## config.mk

```make
export PLATFORM = sky130hd
export DESIGN_NAME = config_set_manager
export DESIGN_NICKNAME = d
export VERILOG_FILES = /design/src/rtl/config_set_pkg.sv /design/src/rtl/factory_setup_rom.sv /design/src/rtl/active_set_ram.sv /design/src/rtl/config_set_manager.sv
export VERILOG_INCLUDE_DIRS = /design/src /design/src/rtl
export SDC_FILE = /design/constraint.sdc
export NUM_CORES = 1
export LEC_CHECK = 0
export BUFFER_PORTS_ARGS = -buffer_cell sky130_fd_sc_hd__buf_4
export CORE_MARGIN = 10
export CORE_UTILIZATION = 51
export CTS_CLUSTER_SIZE = 30
export DETAILED_ROUTE_END_ITERATION = 16
export GPL_ROUTABILITY_DRIVEN = 0
export PLACE_DENSITY = 0.85
export SYNTH_ARGS = -nofsm -noshare
export SYNTH_HDL_FRONTEND = slang
export SYNTH_SLANG_ARGS = --single-unit
```

## constraint.sdc

```tcl
create_clock -name mclk -period 2.4 [get_ports mclk]
set_clock_uncertainty 0.1 [all_clocks]
set_input_delay 0.12 -clock mclk [delete_from_list [all_inputs] [get_ports mclk]]
set_output_delay 0.12 -clock mclk [all_outputs]
set_load 0.02 [all_outputs]
```

## src/rtl/config_set_regs.svh

```systemverilog
// constants for the configuration set manager
// Behaviour
// - shipped default-set choice is the standard factory setup
// - default-set choice takes one of four fixed factory setups
// - default-set choice changes only while no acquisition runs or is pending
// - load source is user set 1, 2, 3 or the default set
// - load command copies the selected stored set over the active set
// - load command runs only while no acquisition runs or is pending
// - loading the default set copies the currently chosen factory setup
// - startup set is user set 1, 2, 3 or the default set
// - after power-on and every reset the startup set is loaded
// - feature-set choice is full or basic and survives power-off
// - a new feature-set choice applies only after the next reset or power cycle
// - basic set hides colour matrix, colour adjustment and sequencer
// - features become ready sooner with the basic set than the full set
// - enabled per-image information is appended to each acquired image
// - nothing is appended while trailing info mode is off
// - frame-count stamp carries the acquired-image counter value
// - active set is volatile and lost on reset or power loss
// - save writes the active set over the chosen user set
`ifndef CONFIG_SET_REGS_SVH
`define CONFIG_SET_REGS_SVH

// ----------------------------------------------------------------
// set geometry and nonvolatile map
// ----------------------------------------------------------------
`define SET_WORDS        8
`define WORD_IDX_W       3
`define PARAM_W          16
`define NV_ADDR_W        5
`define NV_FACTORY_ADDR  5'h18
`define NV_FEATURE_ADDR  5'h19
`define NV_STARTUP_ADDR  5'h1A
`define NV_BLANK_WORD    16'hFFFF
`define FRAME_CNT_W      32

// ----------------------------------------------------------------
// reset values
// ----------------------------------------------------------------
`define RST_FACTORY      2'h0
`define RST_STARTUP      2'h3
`define RST_FEATURE      1'b0

// ----------------------------------------------------------------
// timing
// ----------------------------------------------------------------
`define MCLK_PERIOD_NS   25
`define BASIC_READY_NS   400
`define FULL_READY_NS    1600
`define BASIC_READY_CYC  ((`BASIC_READY_NS + `MCLK_PERIOD_NS - 1) / `MCLK_PERIOD_NS)
`define FULL_READY_CYC   ((`FULL_READY_NS + `MCLK_PERIOD_NS - 1) / `MCLK_PERIOD_NS)
`define READY_CNT_W      7

`endif

```

## src/rtl/config_set_pkg.sv

```systemverilog
// types for the configuration set manager
package config_set_pkg;

    typedef enum logic [1:0]
    {
        FAC_STANDARD  = 2'h0,
        FAC_HIGH_GAIN = 2'h1,
        FAC_AUTO      = 2'h2,
        FAC_COLOUR    = 2'h3
    } factory_e;

    typedef enum logic [1:0]
    {
        SET_USER1   = 2'h0,
        SET_USER2   = 2'h1,
        SET_USER3   = 2'h2,
        SET_DEFAULT = 2'h3
    } stored_e;

    typedef enum logic [2:0]
    {
        ST_BOOT = 3'h0,
        ST_LOAD = 3'h1,
        ST_SAVE = 3'h2,
        ST_PWR  = 3'h3,
        ST_IDLE = 3'h4
    } state_e;

endpackage : config_set_pkg

```

## src/rtl/factory_setup_rom.sv

```systemverilog
// fixed factory setups, registered read
`timescale 1ns/1ps
`default_nettype none
`include "config_set_regs.svh"

module factory_setup_rom
    import config_set_pkg::*;
(
    input  wire logic                    mclk,
    input  wire logic [1:0]              setupSel,
    input  wire logic [`WORD_IDX_W-1:0]  wordIdx,
    output var  logic [`PARAM_W-1:0]     romData
);

    logic [`PARAM_W-1:0] nxt_romData;

    // ----------------------------------------------------------------
    // contents: word 0 gain, word 1 auto flags, word 2 colour mode
    // ----------------------------------------------------------------
    always_comb
    begin
        nxt_romData = 16'h0000;
        unique case (wordIdx)
            3'h0:    nxt_romData = (setupSel == FAC_HIGH_GAIN) ? 16'h0040 : 16'h0010;
            3'h1:    nxt_romData = (setupSel == FAC_AUTO) ? 16'h0003 : 16'h0000;
            3'h2:    nxt_romData = (setupSel == FAC_COLOUR) ? 16'h0001 : 16'h0000;
            default: nxt_romData = 16'h0000;
        endcase
    end

    always_ff @(posedge mclk)
    begin
        romData <= nxt_romData;
    end

endmodule : factory_setup_rom
`default_nettype wire

```

## src/rtl/active_set_ram.sv

```systemverilog
// volatile active parameter set, registered read
`timescale 1ns/1ps
`default_nettype none
`include "config_set_regs.svh"

module active_set_ram
(
    input  wire logic                    mclk,
    input  wire logic                    wrEn,
    input  wire logic [`WORD_IDX_W-1:0]  wrAddr,
    input  wire logic [`PARAM_W-1:0]     wrData,
    input  wire logic [`WORD_IDX_W-1:0]  rdAddr,
    output var  logic [`PARAM_W-1:0]     rdData
);

    logic [`PARAM_W-1:0] mem [`SET_WORDS];

    // ----------------------------------------------------------------
    // storage, no reset: contents are undefined until loaded
    // ----------------------------------------------------------------
    always_ff @(posedge mclk)
    begin
        if (wrEn)
        begin
            mem[wrAddr] <= wrData;
        end
        rdData <= mem[rdAddr];
    end

endmodule : active_set_ram
`default_nettype wire

```

## src/rtl/config_set_manager.sv

```systemverilog
// configuration set manager: startup load, set loads and saves, feature set, chunk gate
`timescale 1ns/1ps
`default_nettype none
`include "config_set_regs.svh"

module config_set_manager
    import config_set_pkg::*;
(
    input  wire logic                    mclk,
    input  wire logic                    rst_n,
    input  wire logic                    acqRunning,
    input  wire logic                    acqPending,
    input  wire logic                    factoryDefaultWr,
    input  wire logic [1:0]              factoryDefaultChoice,
    input  wire logic [1:0]              storedSetChoice,
    input  wire logic                    loadStoredSetCmd,
    input  wire logic                    saveStoredSetCmd,
    input  wire logic                    startupSetWr,
    input  wire logic [1:0]              startupSetChoice,
    input  wire logic                    featureDescWr,
    input  wire logic                    featureDescriptionChoice,
    input  wire logic                    trailingInfoEnable,
    input  wire logic                    frameCountChunkEn,
    input  wire logic                    frameCaptured,
    input  wire logic [`FRAME_CNT_W-1:0] frameCount,
    input  wire logic                    paramWr,
    input  wire logic [`WORD_IDX_W-1:0]  paramAddr,
    input  wire logic [`PARAM_W-1:0]     paramWdata,
    output var  logic [`PARAM_W-1:0]     paramRdata,
    output var  logic                    nvRdEn,
    output var  logic                    nvWrEn,
    output var  logic [`NV_ADDR_W-1:0]   nvAddr,
    output var  logic [`PARAM_W-1:0]     nvWdata,
    input  wire logic [`PARAM_W-1:0]     nvRdata,
    input  wire logic                    nvDone,
    output var  logic                    busy,
    output var  logic                    cmdRefused,
    output var  logic [1:0]              factoryDefaultSel,
    output var  logic [1:0]              startupSetSel,
    output var  logic                    featureDescStored,
    output var  logic                    featureFullActive,
    output var  logic                    colourMatrixAvail,
    output var  logic                    colourAdjustAvail,
    output var  logic                    sequencerAvail,
    output var  logic                    featuresReady,
    output var  logic                    chunkValid,
    output var  logic [`FRAME_CNT_W-1:0] chunkFrameCount
);

    // ----------------------------------------------------------------
    // helpers
    // ----------------------------------------------------------------
    function automatic logic [`NV_ADDR_W-1:0] userAddr(input logic [1:0] set,
                                                      input logic [`WORD_IDX_W-1:0] idx);
        userAddr = {set, idx};
    endfunction : userAddr

    function automatic logic [`READY_CNT_W-1:0] readyLimit(input logic full);
        readyLimit = full ? `READY_CNT_W'(`FULL_READY_CYC) : `READY_CNT_W'(`BASIC_READY_CYC);
    endfunction : readyLimit

    // ----------------------------------------------------------------
    // state
    // ----------------------------------------------------------------
    state_e                   state_ff,    nxt_state;
    logic [`WORD_IDX_W-1:0]   idx_ff,      nxt_idx;
    logic [1:0]               phase_ff,    nxt_phase;
    logic [1:0]               loadSrc_ff,  nxt_loadSrc;
    logic [1:0]               saveSet_ff,  nxt_saveSet;
    logic [1:0]               factory_ff,  nxt_factory;
    logic [1:0]               startup_ff,  nxt_startup;
    logic                     featStor_ff, nxt_featStor;
    logic                     featAct_ff,  nxt_featAct;
    logic                     nvRd_ff,     nxt_nvRd;
    logic                     nvWr_ff,     nxt_nvWr;
    logic [`NV_ADDR_W-1:0]    nvAddr_ff,   nxt_nvAddr;
    logic [`PARAM_W-1:0]      nvWdata_ff,  nxt_nvWdata;
    logic                     refused_ff,  nxt_refused;
    logic [`READY_CNT_W-1:0]  readyCnt_ff, nxt_readyCnt;
    logic                     ready_ff,    nxt_ready;
    logic                     chunk_ff,    nxt_chunk;
    logic [`FRAME_CNT_W-1:0]  stamp_ff,    nxt_stamp;

    logic                     ramWe;
    logic [`PARAM_W-1:0]      ramWdata;
    logic [`WORD_IDX_W-1:0]   ramRaddr;
    logic [`PARAM_W-1:0]      ramRdata;
    logic [`PARAM_W-1:0]      romData;
    logic                     acqIdle;
    logic                     anyCmd;
    logic                     lastWord;

    assign acqIdle  = !acqRunning && !acqPending;
    assign anyCmd   = loadStoredSetCmd || saveStoredSetCmd || factoryDefaultWr
                   || startupSetWr || featureDescWr;
    assign lastWord = (idx_ff == `WORD_IDX_W'(`SET_WORDS - 1));

    // ----------------------------------------------------------------
    // memories
    // ----------------------------------------------------------------
    active_set_ram u_active (
        .mclk   (mclk),
        .wrEn   (ramWe),
        .wrAddr (ramWe && (state_ff != ST_IDLE) ? idx_ff : paramAddr),
        .wrData (ramWdata),
        .rdAddr (ramRaddr),
        .rdData (ramRdata)
    );

    factory_setup_rom u_rom (
        .mclk     (mclk),
        .setupSel (factory_ff),
        .wordIdx  (idx_ff),
        .romData  (romData)
    );

    // ----------------------------------------------------------------
    // sequencer: next values
    // ----------------------------------------------------------------
    always_comb
    begin
        nxt_state   = state_ff;
        nxt_idx     = idx_ff;
        nxt_phase   = phase_ff;
        nxt_loadSrc = loadSrc_ff;
        nxt_saveSet = saveSet_ff;
        nxt_factory = factory_ff;
        nxt_startup = startup_ff;
        nxt_featStor = featStor_ff;
        nxt_featAct = featAct_ff;
        nxt_nvRd    = nvRd_ff;
        nxt_nvWr    = nvWr_ff;
        nxt_nvAddr  = nvAddr_ff;
        nxt_nvWdata = nvWdata_ff;
        nxt_refused = 1'b0;
        ramWe       = 1'b0;
        ramWdata    = paramWdata;
        ramRaddr    = (state_ff == ST_SAVE) ? idx_ff : paramAddr;
        unique case (state_ff)
            ST_BOOT:
            begin
                // read factory choice, feature choice, startup choice in turn
                if (phase_ff == 2'h0)
                begin
                    nxt_nvRd   = 1'b1;
                    nxt_nvAddr = `NV_FACTORY_ADDR + `NV_ADDR_W'(idx_ff);
                    nxt_phase  = 2'h1;
                end
                else if (nvDone)
                begin
                    nxt_nvRd  = 1'b0;
                    nxt_phase = 2'h0;
                    nxt_idx   = idx_ff + 3'h1;
                    if (idx_ff == 3'h0)
                    begin
                        nxt_factory = (nvRdata == `NV_BLANK_WORD) ? `RST_FACTORY
                                                                  : nvRdata[1:0];
                    end
                    else if (idx_ff == 3'h1)
                    begin
                        nxt_featStor = (nvRdata == `NV_BLANK_WORD) ? `RST_FEATURE
                                                                   : nvRdata[0];
                        nxt_featAct  = nxt_featStor;
                    end
                    else
                    begin
                        nxt_startup = (nvRdata == `NV_BLANK_WORD) ? `RST_STARTUP
                                                                  : nvRdata[1:0];
                        nxt_loadSrc = nxt_startup;
                        nxt_idx     = 3'h0;
                        nxt_state   = ST_LOAD;
                    end
                end
            end
            ST_LOAD:
            begin
                if (phase_ff == 2'h0)
                begin
                    if (loadSrc_ff != SET_DEFAULT)
                    begin
                        nxt_nvRd   = 1'b1;
                        nxt_nvAddr = userAddr(loadSrc_ff, idx_ff);
                    end
                    nxt_phase = 2'h1;
                end
                else if ((loadSrc_ff == SET_DEFAULT) || nvDone)
                begin
                    ramWe     = 1'b1;
                    ramWdata  = (loadSrc_ff == SET_DEFAULT) ? romData : nvRdata;
                    nxt_nvRd  = 1'b0;
                    nxt_phase = 2'h0;
                    nxt_idx   = idx_ff + 3'h1;
                    if (lastWord)
                    begin
                        nxt_state = ST_IDLE;
                    end
                end
            end
            ST_SAVE:
            begin
                if (phase_ff == 2'h0)
                begin
                    nxt_phase = 2'h1;
                end
                else if (phase_ff == 2'h1)
                begin
                    nxt_nvWr    = 1'b1;
                    nxt_nvAddr  = userAddr(saveSet_ff, idx_ff);
                    nxt_nvWdata = ramRdata;
                    nxt_phase   = 2'h2;
                end
                else if (nvDone)
                begin
                    nxt_nvWr  = 1'b0;
                    nxt_phase = 2'h0;
                    nxt_idx   = idx_ff + 3'h1;
                    if (lastWord)
                    begin
                        nxt_state = ST_IDLE;
                    end
                end
            end
            ST_PWR:
            begin
                if (nvDone)
                begin
                    nxt_nvWr  = 1'b0;
                    nxt_state = ST_IDLE;
                end
            end
            ST_IDLE:
            begin
                nxt_idx   = 3'h0;
                nxt_phase = 2'h0;
                ramWe     = paramWr;
                if (loadStoredSetCmd && acqIdle)
                begin
                    nxt_loadSrc = storedSetChoice;
                    nxt_state   = ST_LOAD;
                end
                else if (saveStoredSetCmd && (storedSetChoice != SET_DEFAULT))
                begin
                    nxt_saveSet = storedSetChoice;
                    nxt_state   = ST_SAVE;
                end
                else if (factoryDefaultWr && acqIdle)
                begin
                    nxt_factory = factoryDefaultChoice;
                    nxt_nvWr    = 1'b1;
                    nxt_nvAddr  = `NV_FACTORY_ADDR;
                    nxt_nvWdata = {14'h0000, factoryDefaultChoice};
                    nxt_state   = ST_PWR;
                end
                else if (startupSetWr)
                begin
                    nxt_startup = startupSetChoice;
                    nxt_nvWr    = 1'b1;
                    nxt_nvAddr  = `NV_STARTUP_ADDR;
                    nxt_nvWdata = {14'h0000, startupSetChoice};
                    nxt_state   = ST_PWR;
                end
                else if (featureDescWr)
                begin
                    nxt_featStor = featureDescriptionChoice;
                    nxt_nvWr     = 1'b1;
                    nxt_nvAddr   = `NV_FEATURE_ADDR;
                    nxt_nvWdata  = {15'h0000, featureDescriptionChoice};
                    nxt_state    = ST_PWR;
                end
                else
                begin
                    nxt_refused = anyCmd;
                end
                if (anyCmd && (nxt_state == ST_IDLE))
                begin
                    nxt_refused = 1'b1;
                end
            end
            default:
            begin
                nxt_state = ST_IDLE;
            end
        endcase
        if ((state_ff != ST_IDLE) && anyCmd)
        begin
            nxt_refused = 1'b1;
        end
    end

    // ----------------------------------------------------------------
    // readiness timer, chunk gate
    // ----------------------------------------------------------------
    always_comb
    begin
        nxt_readyCnt = readyCnt_ff;
        nxt_ready    = ready_ff;
        if (!ready_ff && (state_ff != ST_BOOT))
        begin
            nxt_readyCnt = readyCnt_ff + `READY_CNT_W'(1);
            nxt_ready    = (nxt_readyCnt >= readyLimit(featAct_ff));
        end
        nxt_chunk = frameCaptured && trailingInfoEnable && frameCountChunkEn;
        nxt_stamp = nxt_chunk ? frameCount : stamp_ff;
    end

    // ----------------------------------------------------------------
    // registers
    // ----------------------------------------------------------------
    always_ff @(posedge mclk or negedge rst_n)
    begin
        if (!rst_n)
        begin
            state_ff    <= ST_BOOT;
            idx_ff      <= 3'h0;
            phase_ff    <= 2'h0;
            loadSrc_ff  <= `RST_STARTUP;
            saveSet_ff  <= 2'h0;
            factory_ff  <= `RST_FACTORY;
            startup_ff  <= `RST_STARTUP;
            featStor_ff <= `RST_FEATURE;
            featAct_ff  <= `RST_FEATURE;
            nvRd_ff     <= 1'b0;
            nvWr_ff     <= 1'b0;
            nvAddr_ff   <= 5'h00;
            nvWdata_ff  <= 16'h0000;
            refused_ff  <= 1'b0;
            readyCnt_ff <= 7'h00;
            ready_ff    <= 1'b0;
            chunk_ff    <= 1'b0;
            stamp_ff    <= 32'h0000_0000;
        end
        else
        begin
            state_ff    <= nxt_state;
            idx_ff      <= nxt_idx;
            phase_ff    <= nxt_phase;
            loadSrc_ff  <= nxt_loadSrc;
            saveSet_ff  <= nxt_saveSet;
            factory_ff  <= nxt_factory;
            startup_ff  <= nxt_startup;
            featStor_ff <= nxt_featStor;
            featAct_ff  <= nxt_featAct;
            nvRd_ff     <= nxt_nvRd;
            nvWr_ff     <= nxt_nvWr;
            nvAddr_ff   <= nxt_nvAddr;
            nvWdata_ff  <= nxt_nvWdata;
            refused_ff  <= nxt_refused;
            readyCnt_ff <= nxt_readyCnt;
            ready_ff    <= nxt_ready;
            chunk_ff    <= nxt_chunk;
            stamp_ff    <= nxt_stamp;
        end
    end

    // ----------------------------------------------------------------
    // outputs
    // ----------------------------------------------------------------
    assign paramRdata        = ramRdata;
    assign nvRdEn            = nvRd_ff;
    assign nvWrEn            = nvWr_ff;
    assign nvAddr            = nvAddr_ff;
    assign nvWdata           = nvWdata_ff;
    assign busy              = (state_ff != ST_IDLE);
    assign cmdRefused        = refused_ff;
    assign factoryDefaultSel = factory_ff;
    assign startupSetSel     = startup_ff;
    assign featureDescStored = featStor_ff;
    assign featureFullActive = featAct_ff;
    assign colourMatrixAvail = featAct_ff && ready_ff;
    assign colourAdjustAvail = featAct_ff && ready_ff;
    assign sequencerAvail    = featAct_ff && ready_ff;
    assign featuresReady     = ready_ff;
    assign chunkValid        = chunk_ff;
    assign chunkFrameCount   = stamp_ff;

endmodule : config_set_manager
`default_nettype wire

```

## Word-level counts from Yosys, hierarchy flattened

Memories as Yosys holds them, arrays and structs flattened. A register that Yosys moved wholly into a read port is not among the register bits.
Index checks and enable logic that the tools add are counted.

| operators by class | value |
|---|---|
| add/sub/neg operators | 3 |
| $lt $le $gt $ge | 1 |
| eq/ne operators | 45 |
| multiplexer cells | 124 |
| bitwise operators | 3 |
| reduce and logical (&&, ||, !) cells | 41 |

Operators with widths:

| operator | number |
|---|---|
| $mux 16 | 11 |
| $mux 3 | 28 |
| $mux 5 | 10 |
| $ne 2x2->1 const B | 25 |
| $mux 2 | 24 |
| $pmux 16 s3 | 1 |
| $mux 1 | 36 |
| $pmux 16 s2 | 1 |
| $pmux 5 s4 | 1 |
| $reduce_and 10->1 | 2 |
| $reduce_and 9->1 | 2 |
| $eq 16x16->1 const B | 1 |
| $pmux 3 s5 | 1 |
| $mux 7 | 2 |
| $ne 3x3->1 const B | 4 |
| $pmux 2 s2 | 3 |
| $pmux 3 s4 | 1 |
| $reduce_and 6->1 | 2 |
| $logic_and 1x1->1 | 11 |
| $reduce_and 5->1 | 2 |
| $eq 3x2->1 const B | 3 |
| $eq 3x3->1 const B | 3 |
| $pmux 2 s4 | 1 |
| $reduce_and 8->1 | 1 |
| other kinds (23) | 41 |

| word-level totals | value |
|---|---|
| register bits | 99 |
| memory bits (writable) | 128 |
| bits of input ports | 88 |
| output and inout port bits | 84 |
| memories kept | 1 |

Memory list:

| memory | depth | bits a word | rd ports | clocked after Yosys merged registers in | wr ports | line | source |
|---|---|---|---|---|---|---|---|
| u_active.mem | 8 | 16 | 1 | 1 | 1 | active_set_ram.sv:16 | `` logic [`PARAM_W-1:0] mem [`SET_WORDS]; `` |

## Logic depth before layout (Yosys ltp)

| logic depth | value |
|---|---|
| depth after elaboration | 12 |
| depth in mapped cells | 9 |

## By module

Synthesis repeated with hierarchy kept, for this count alone.

| unflattened totals | value |
|---|---|
| cells, all modules | 662 |
| area total of the unflattened synthesis | 9983.3 µm² |

By module, submodules not included:

| module | instances | cells each | area each (µm²) |
|---|---|---|---|
| active_set_ram | 1 | 214 | 5293.8 |
| config_set_manager | 1 | 422 | 4453.0 |
| factory_setup_rom | 1 | 26 | 236.5 |

## Least setup slack after synthesis

No wires, ideal clock.

| path | value |
|---|---|
| path kind | register -> register |
| start | register loadSrc_ff[0] |
| end | memory u_active.mem[6][0] (netlist bit), enable pin |
| arrival time | 2128 ps |
| setup slack | -216 ps |
| stages on the path, launching flop included | 7 |
| period minus slack after synthesis | 2616 ps |
| cell sequence | dfstp_2 a21oi_1 or4_1 clkbuf_1 nor3_1 a31oi_1 nor2_1 |

| on the way | value |
|---|---|
| longest elaborated chain between the ends | 7 |
| elaborated cells between the ends (all ways) | 9 |
| those cells by class | eq/ne: 1; mux: 6; reduce/logical: 2 |

RTL lines:

| element | line | source |
|---|---|---|
| start, declared | config_set_manager.sv:68 | `logic [1:0] loadSrc_ff, nxt_loadSrc;` |
| start signal, assigned | config_set_manager.sv:316 | `` loadSrc_ff <= `RST_STARTUP; `` |
| start signal, assigned | config_set_manager.sv:337 | `loadSrc_ff <= nxt_loadSrc;` |
| $eq 2x2->1 * | config_set_manager.sv:186 | `else if ((loadSrc_ff == SET_DEFAULT) \|\| nvDone)` |
| $logic_or 1x1->1 * | config_set_manager.sv:186 |  |
| $mux 1 * | config_set_manager.sv:186 |  |
| $mux 1 * | config_set_manager.sv:177 | `if (phase_ff == 2'h0)` |
| $pmux 1 s2 * | config_set_manager.sv:139 | `unique case (state_ff)` |
| $mux 1 / $logic_and 1x1->1 (equally long branches) | active_set_ram.sv:23, config_set_manager.sv:104 |  |
| $mux 1 (implied by the code) / $mux 3 (equally long branches) | active_set_ram.sv:25, config_set_manager.sv:104 |  |
| end, declared | active_set_ram.sv:16 |  |

Mark *: on every way between the ends. The rest lies on a longest branch, timed or not.

## Final worst setup path

| path | value |
|---|---|
| start | register loadSrc_ff[0] |
| end | memory u_active.mem[6][11] (netlist bit), enable pin |

Same word-level chain as after synthesis.

==> results.yml <==
status:
  status: "finished, final reports clean"
power_and_ir_drop:
  p_int_uw: 9880
  swShare_pct: 35.4
  leakage_uw: 0.00548
  combinationalPowerShare_pct: 38.1
  seq_power_share_pct: 37.5
  p_per_area_nw_per_um2: 1170
  clkPwrFrac_pct: 24.4
  ir_worst_vdd_v: 0.000763
  switchingPower_uw: 5410
job:
  max_cap_violations: 0
die:
  dieWidth_um: 159
  start_util_pct: 52.2
  pin_count: 172
  core-area_um2: 18900
  die-area_um2: 25300
  num_rows: 50
  die_h_um: 159
global_route:
  grt_overflow: 0
  track_usage_pct: 20.5
  antenna_found_initial: 2
  grt_pass1_wl_um: 42600
  grt_max_degree: 65
  grt_pass1_vias: 7782
yosys:
  ys_types: 68
  synth_compound_gate_area_share_pct: 12.2
  async_flop_share_pct: 35.9
  synth_xor_area_share_pct: 0.888
  synth_area_um2: 9860
  ys_seq_area_share_pct: 64.2
  synth_top_family_by_area: "compound AO/OA/AOI/OAI gates"
  postSynthAreaPerCell_um2: 12.1
  synth_fa_ha_area_share_pct: 1.02
  synthCells: 812
  synth-seq-cells: 231
  yosysWarnings: 0
  syn_nets: 908
  synth_mux_area_share_pct: 6.81
  synth-edff-count: 128
  yosys.area_share.simple_pct: 11.9
  synth_ff_type: "edfxtp_1"
sta:
  relSlewSlack_pct: 56.3
  setup_tns_ns: 0
  fin_crit_sh_pct: 97.9
  slew_violations: 0
  holdWs_ns: 0.0107
  hold_viol: 0
  setup_viol: 0
  fin_crit_ns: 2.35
  tightest_slew_ns: 0.650
  fin_ws_ns: 0.0494
  fmax_mhz: 425
clock_tree:
  htree_num_levels: 1
  worstSkewPairLatency_ns: 0.51
  clock_path_buffers: 3
  numCtsBuffers: 25
  clock-root-buffer: "clkbuf_16"
  cts_tree: "done"
  clock-sinks: 231
  clkTransAtPathRegs_ns: 0.06
drt:
  post_drt_wl_per_cell_um: 20.5
  drt_iter0_markers: 732
  drtAntennaViolNets: 0
  finalWirelength_um: 27500
  vias: 7579
  drt_first_pass_iters: 5
  viasPerCell: 5.65
  drc_errors: 0
worst_setup_path:
  rr_worst_depth: 6
  crit_fanout: 16
  crit_arrival_ns: 2.46
  end_kind: "flip-flop"
  worstPathRequired_ns: 2.51
  critPathLaunchType: "flip-flop"
  crit_type: "reg2reg"
worst_hold_path:
  hold-path-cell-count: 4
  min_path_type: "in2reg"
place:
  portBuffers: 171
  hpwl_um: 18400
  placed_cell_area_um2: 11700
  dp_slack_ns: 0.117
cells_and_area:
  seq_area_um2: 6330
  design_area_um2: 13100
  area_growth_pct: 32.9
  multi_input_area_um2: 3250
  finalCoreUtilization_pct: 69.4
  drive_gt1_share_pct: 29.9
  nets: 1158
  fillers: 1276
==> Yosys cell counts, types with 5 or more instances <==
| cell | count | area [µm²] |
|---|---|---|
| nand4_1 | 7 | 43.8 |
| edfxtp_1 | 128 | 3840 |
| o21ai_0 | 18 | 90.1 |
| mux2_2 | 48 | 541 |
| a221oi_1 | 12 | 105 |
| clkbuf_1 | 22 | 82.6 |
| nand2_1 | 152 | 571 |
| inv_1 | 9 | 33.8 |
| a31oi_1 | 6 | 37.5 |
| and2_1 | 6 | 37.5 |
| a22oi_1 | 17 | 128 |
| nor3_1 | 6 | 30.0 |
| a21oi_1 | 77 | 385 |
| nand3_1 | 34 | 170 |
| buf_2 | 22 | 110 |
| dfrtp_1 | 79 | 1980 |
| mux2i_1 | 5 | 50.1 |
| ha_1 | 8 | 100 |
| nor2_1 | 22 | 82.6 |
| nand2b_1 | 6 | 37.5 |
| nor2b_1 | 7 | 43.8 |
| dfxtp_1 | 20 | 400 |
| xnor2_1 | 7 | 61.3 |
| a21o_1 | 18 | 135 |
| buf_4 | 6 | 45.0 |
==> stage by stage <==
stage / total power [µW] / cells
finish: 15300 / 1341
global route: 16000 / 1341
CTS: 15300 / 1337
detailed placement: 11500 / 1234
global placement: 11200 / 1234
floorplan: 9140 / 812
==> final timing paths <==
kind,slack [ns],from,end
worst max-delay path,0.05,loadSrc_ff[0],u_active.mem[6][11]
worst min-delay path,0.01,paramWdata[1],u_active.mem[4][1]
worst max register to register,0.05,loadSrc_ff[0],u_active.mem[6][11]
worst min register to register,0.35,u_active.rdData[12],nvWdata[12]
max in group asynchronous,1.48,rst_n,nvWdata[11]
min in group asynchronous,0.08,rst_n,featureDescStored
==> worst max-delay path: stages (launching register included) <==
cell and delay [ns]:
dfstp_2 0.53, a21oi_1 0.12, or4_1 0.57, nor3_1 0.25, a31oi_1 0.10, nor2_1 0.20, buf_12 0.19
==> registers in the layout (all words and copies together), names as in the netlist, 2 cells and up <==
register           count
chunkFrameCount       32
factoryDefaultSel      2
idx_ff                 3
loadSrc_ff             2
nvAddr                 5
nvWdata               16
phase_ff               2
readyCnt_ff            7
saveSet_ff             2
startupSetSel          2
state_ff               3
u_active.mem         128
u_active.rdData       16
u_rom.romData          4
==> area by class of cell <==
class	instances	area share [%]
multi-input cells	518	24.8
repair buffers	276	18.0
clock buffers	31	4.95
well taps	260	2.48
clock inverters	13	1.13
diodes	2	0.0382
inverters	10	0.286
flip-flops and latches	231	48.3
==> logic make-up after synthesis <==
family | Yosys count
buf+inv | 63
flops | 231
simple gates | 260
xor+xnor | 10
mux | 58
compound gates | 182
fa+ha+maj | 8
==> power by group through the flow <==
stage | logic [µW] | registers [µW] | clock network [µW]
floorplan | 2920 | 6220 | 0
global placement | 5470 | 5750 | 0
detailed placement | 5660 | 5790 | 0
CTS | 5770 | 5720 | 3760
global route | 6260 | 5820 | 3930
finish | 5830 | 5730 | 3720
==> cell usage in the layout, fill, tap and decap left out, drive strengths merged, types with 20 or more instances in the layout <==
cell	instances
buf	217
nand2	153
edfxtp	128
dfrtp	79
a21oi	78
dlygate4sd3	59
mux2	50
nand3	34
clkbuf	31
nor2	22
dfxtp	20
==> per-layer routing <==
layer	GRT usage, %	wire length, µm	vias to the layer above
met1	24.3	10400	3648
met4	7.58	820	0
met5	0	0	-
li1	-	-	3461
met2	35.6	14000	403
met3	4.80	2340	67
==> repair_timing <==
item | 4_1_cts | 5_1_grt
setup endpoints to repair | 0 | 67
hold buffers | 59 | 0
setup buffers | 0 | 2
resized for setup | 0 | 1
hold endpoints to repair | 169 | 0
No activity file was read; power rests on OpenSTA's default activity.
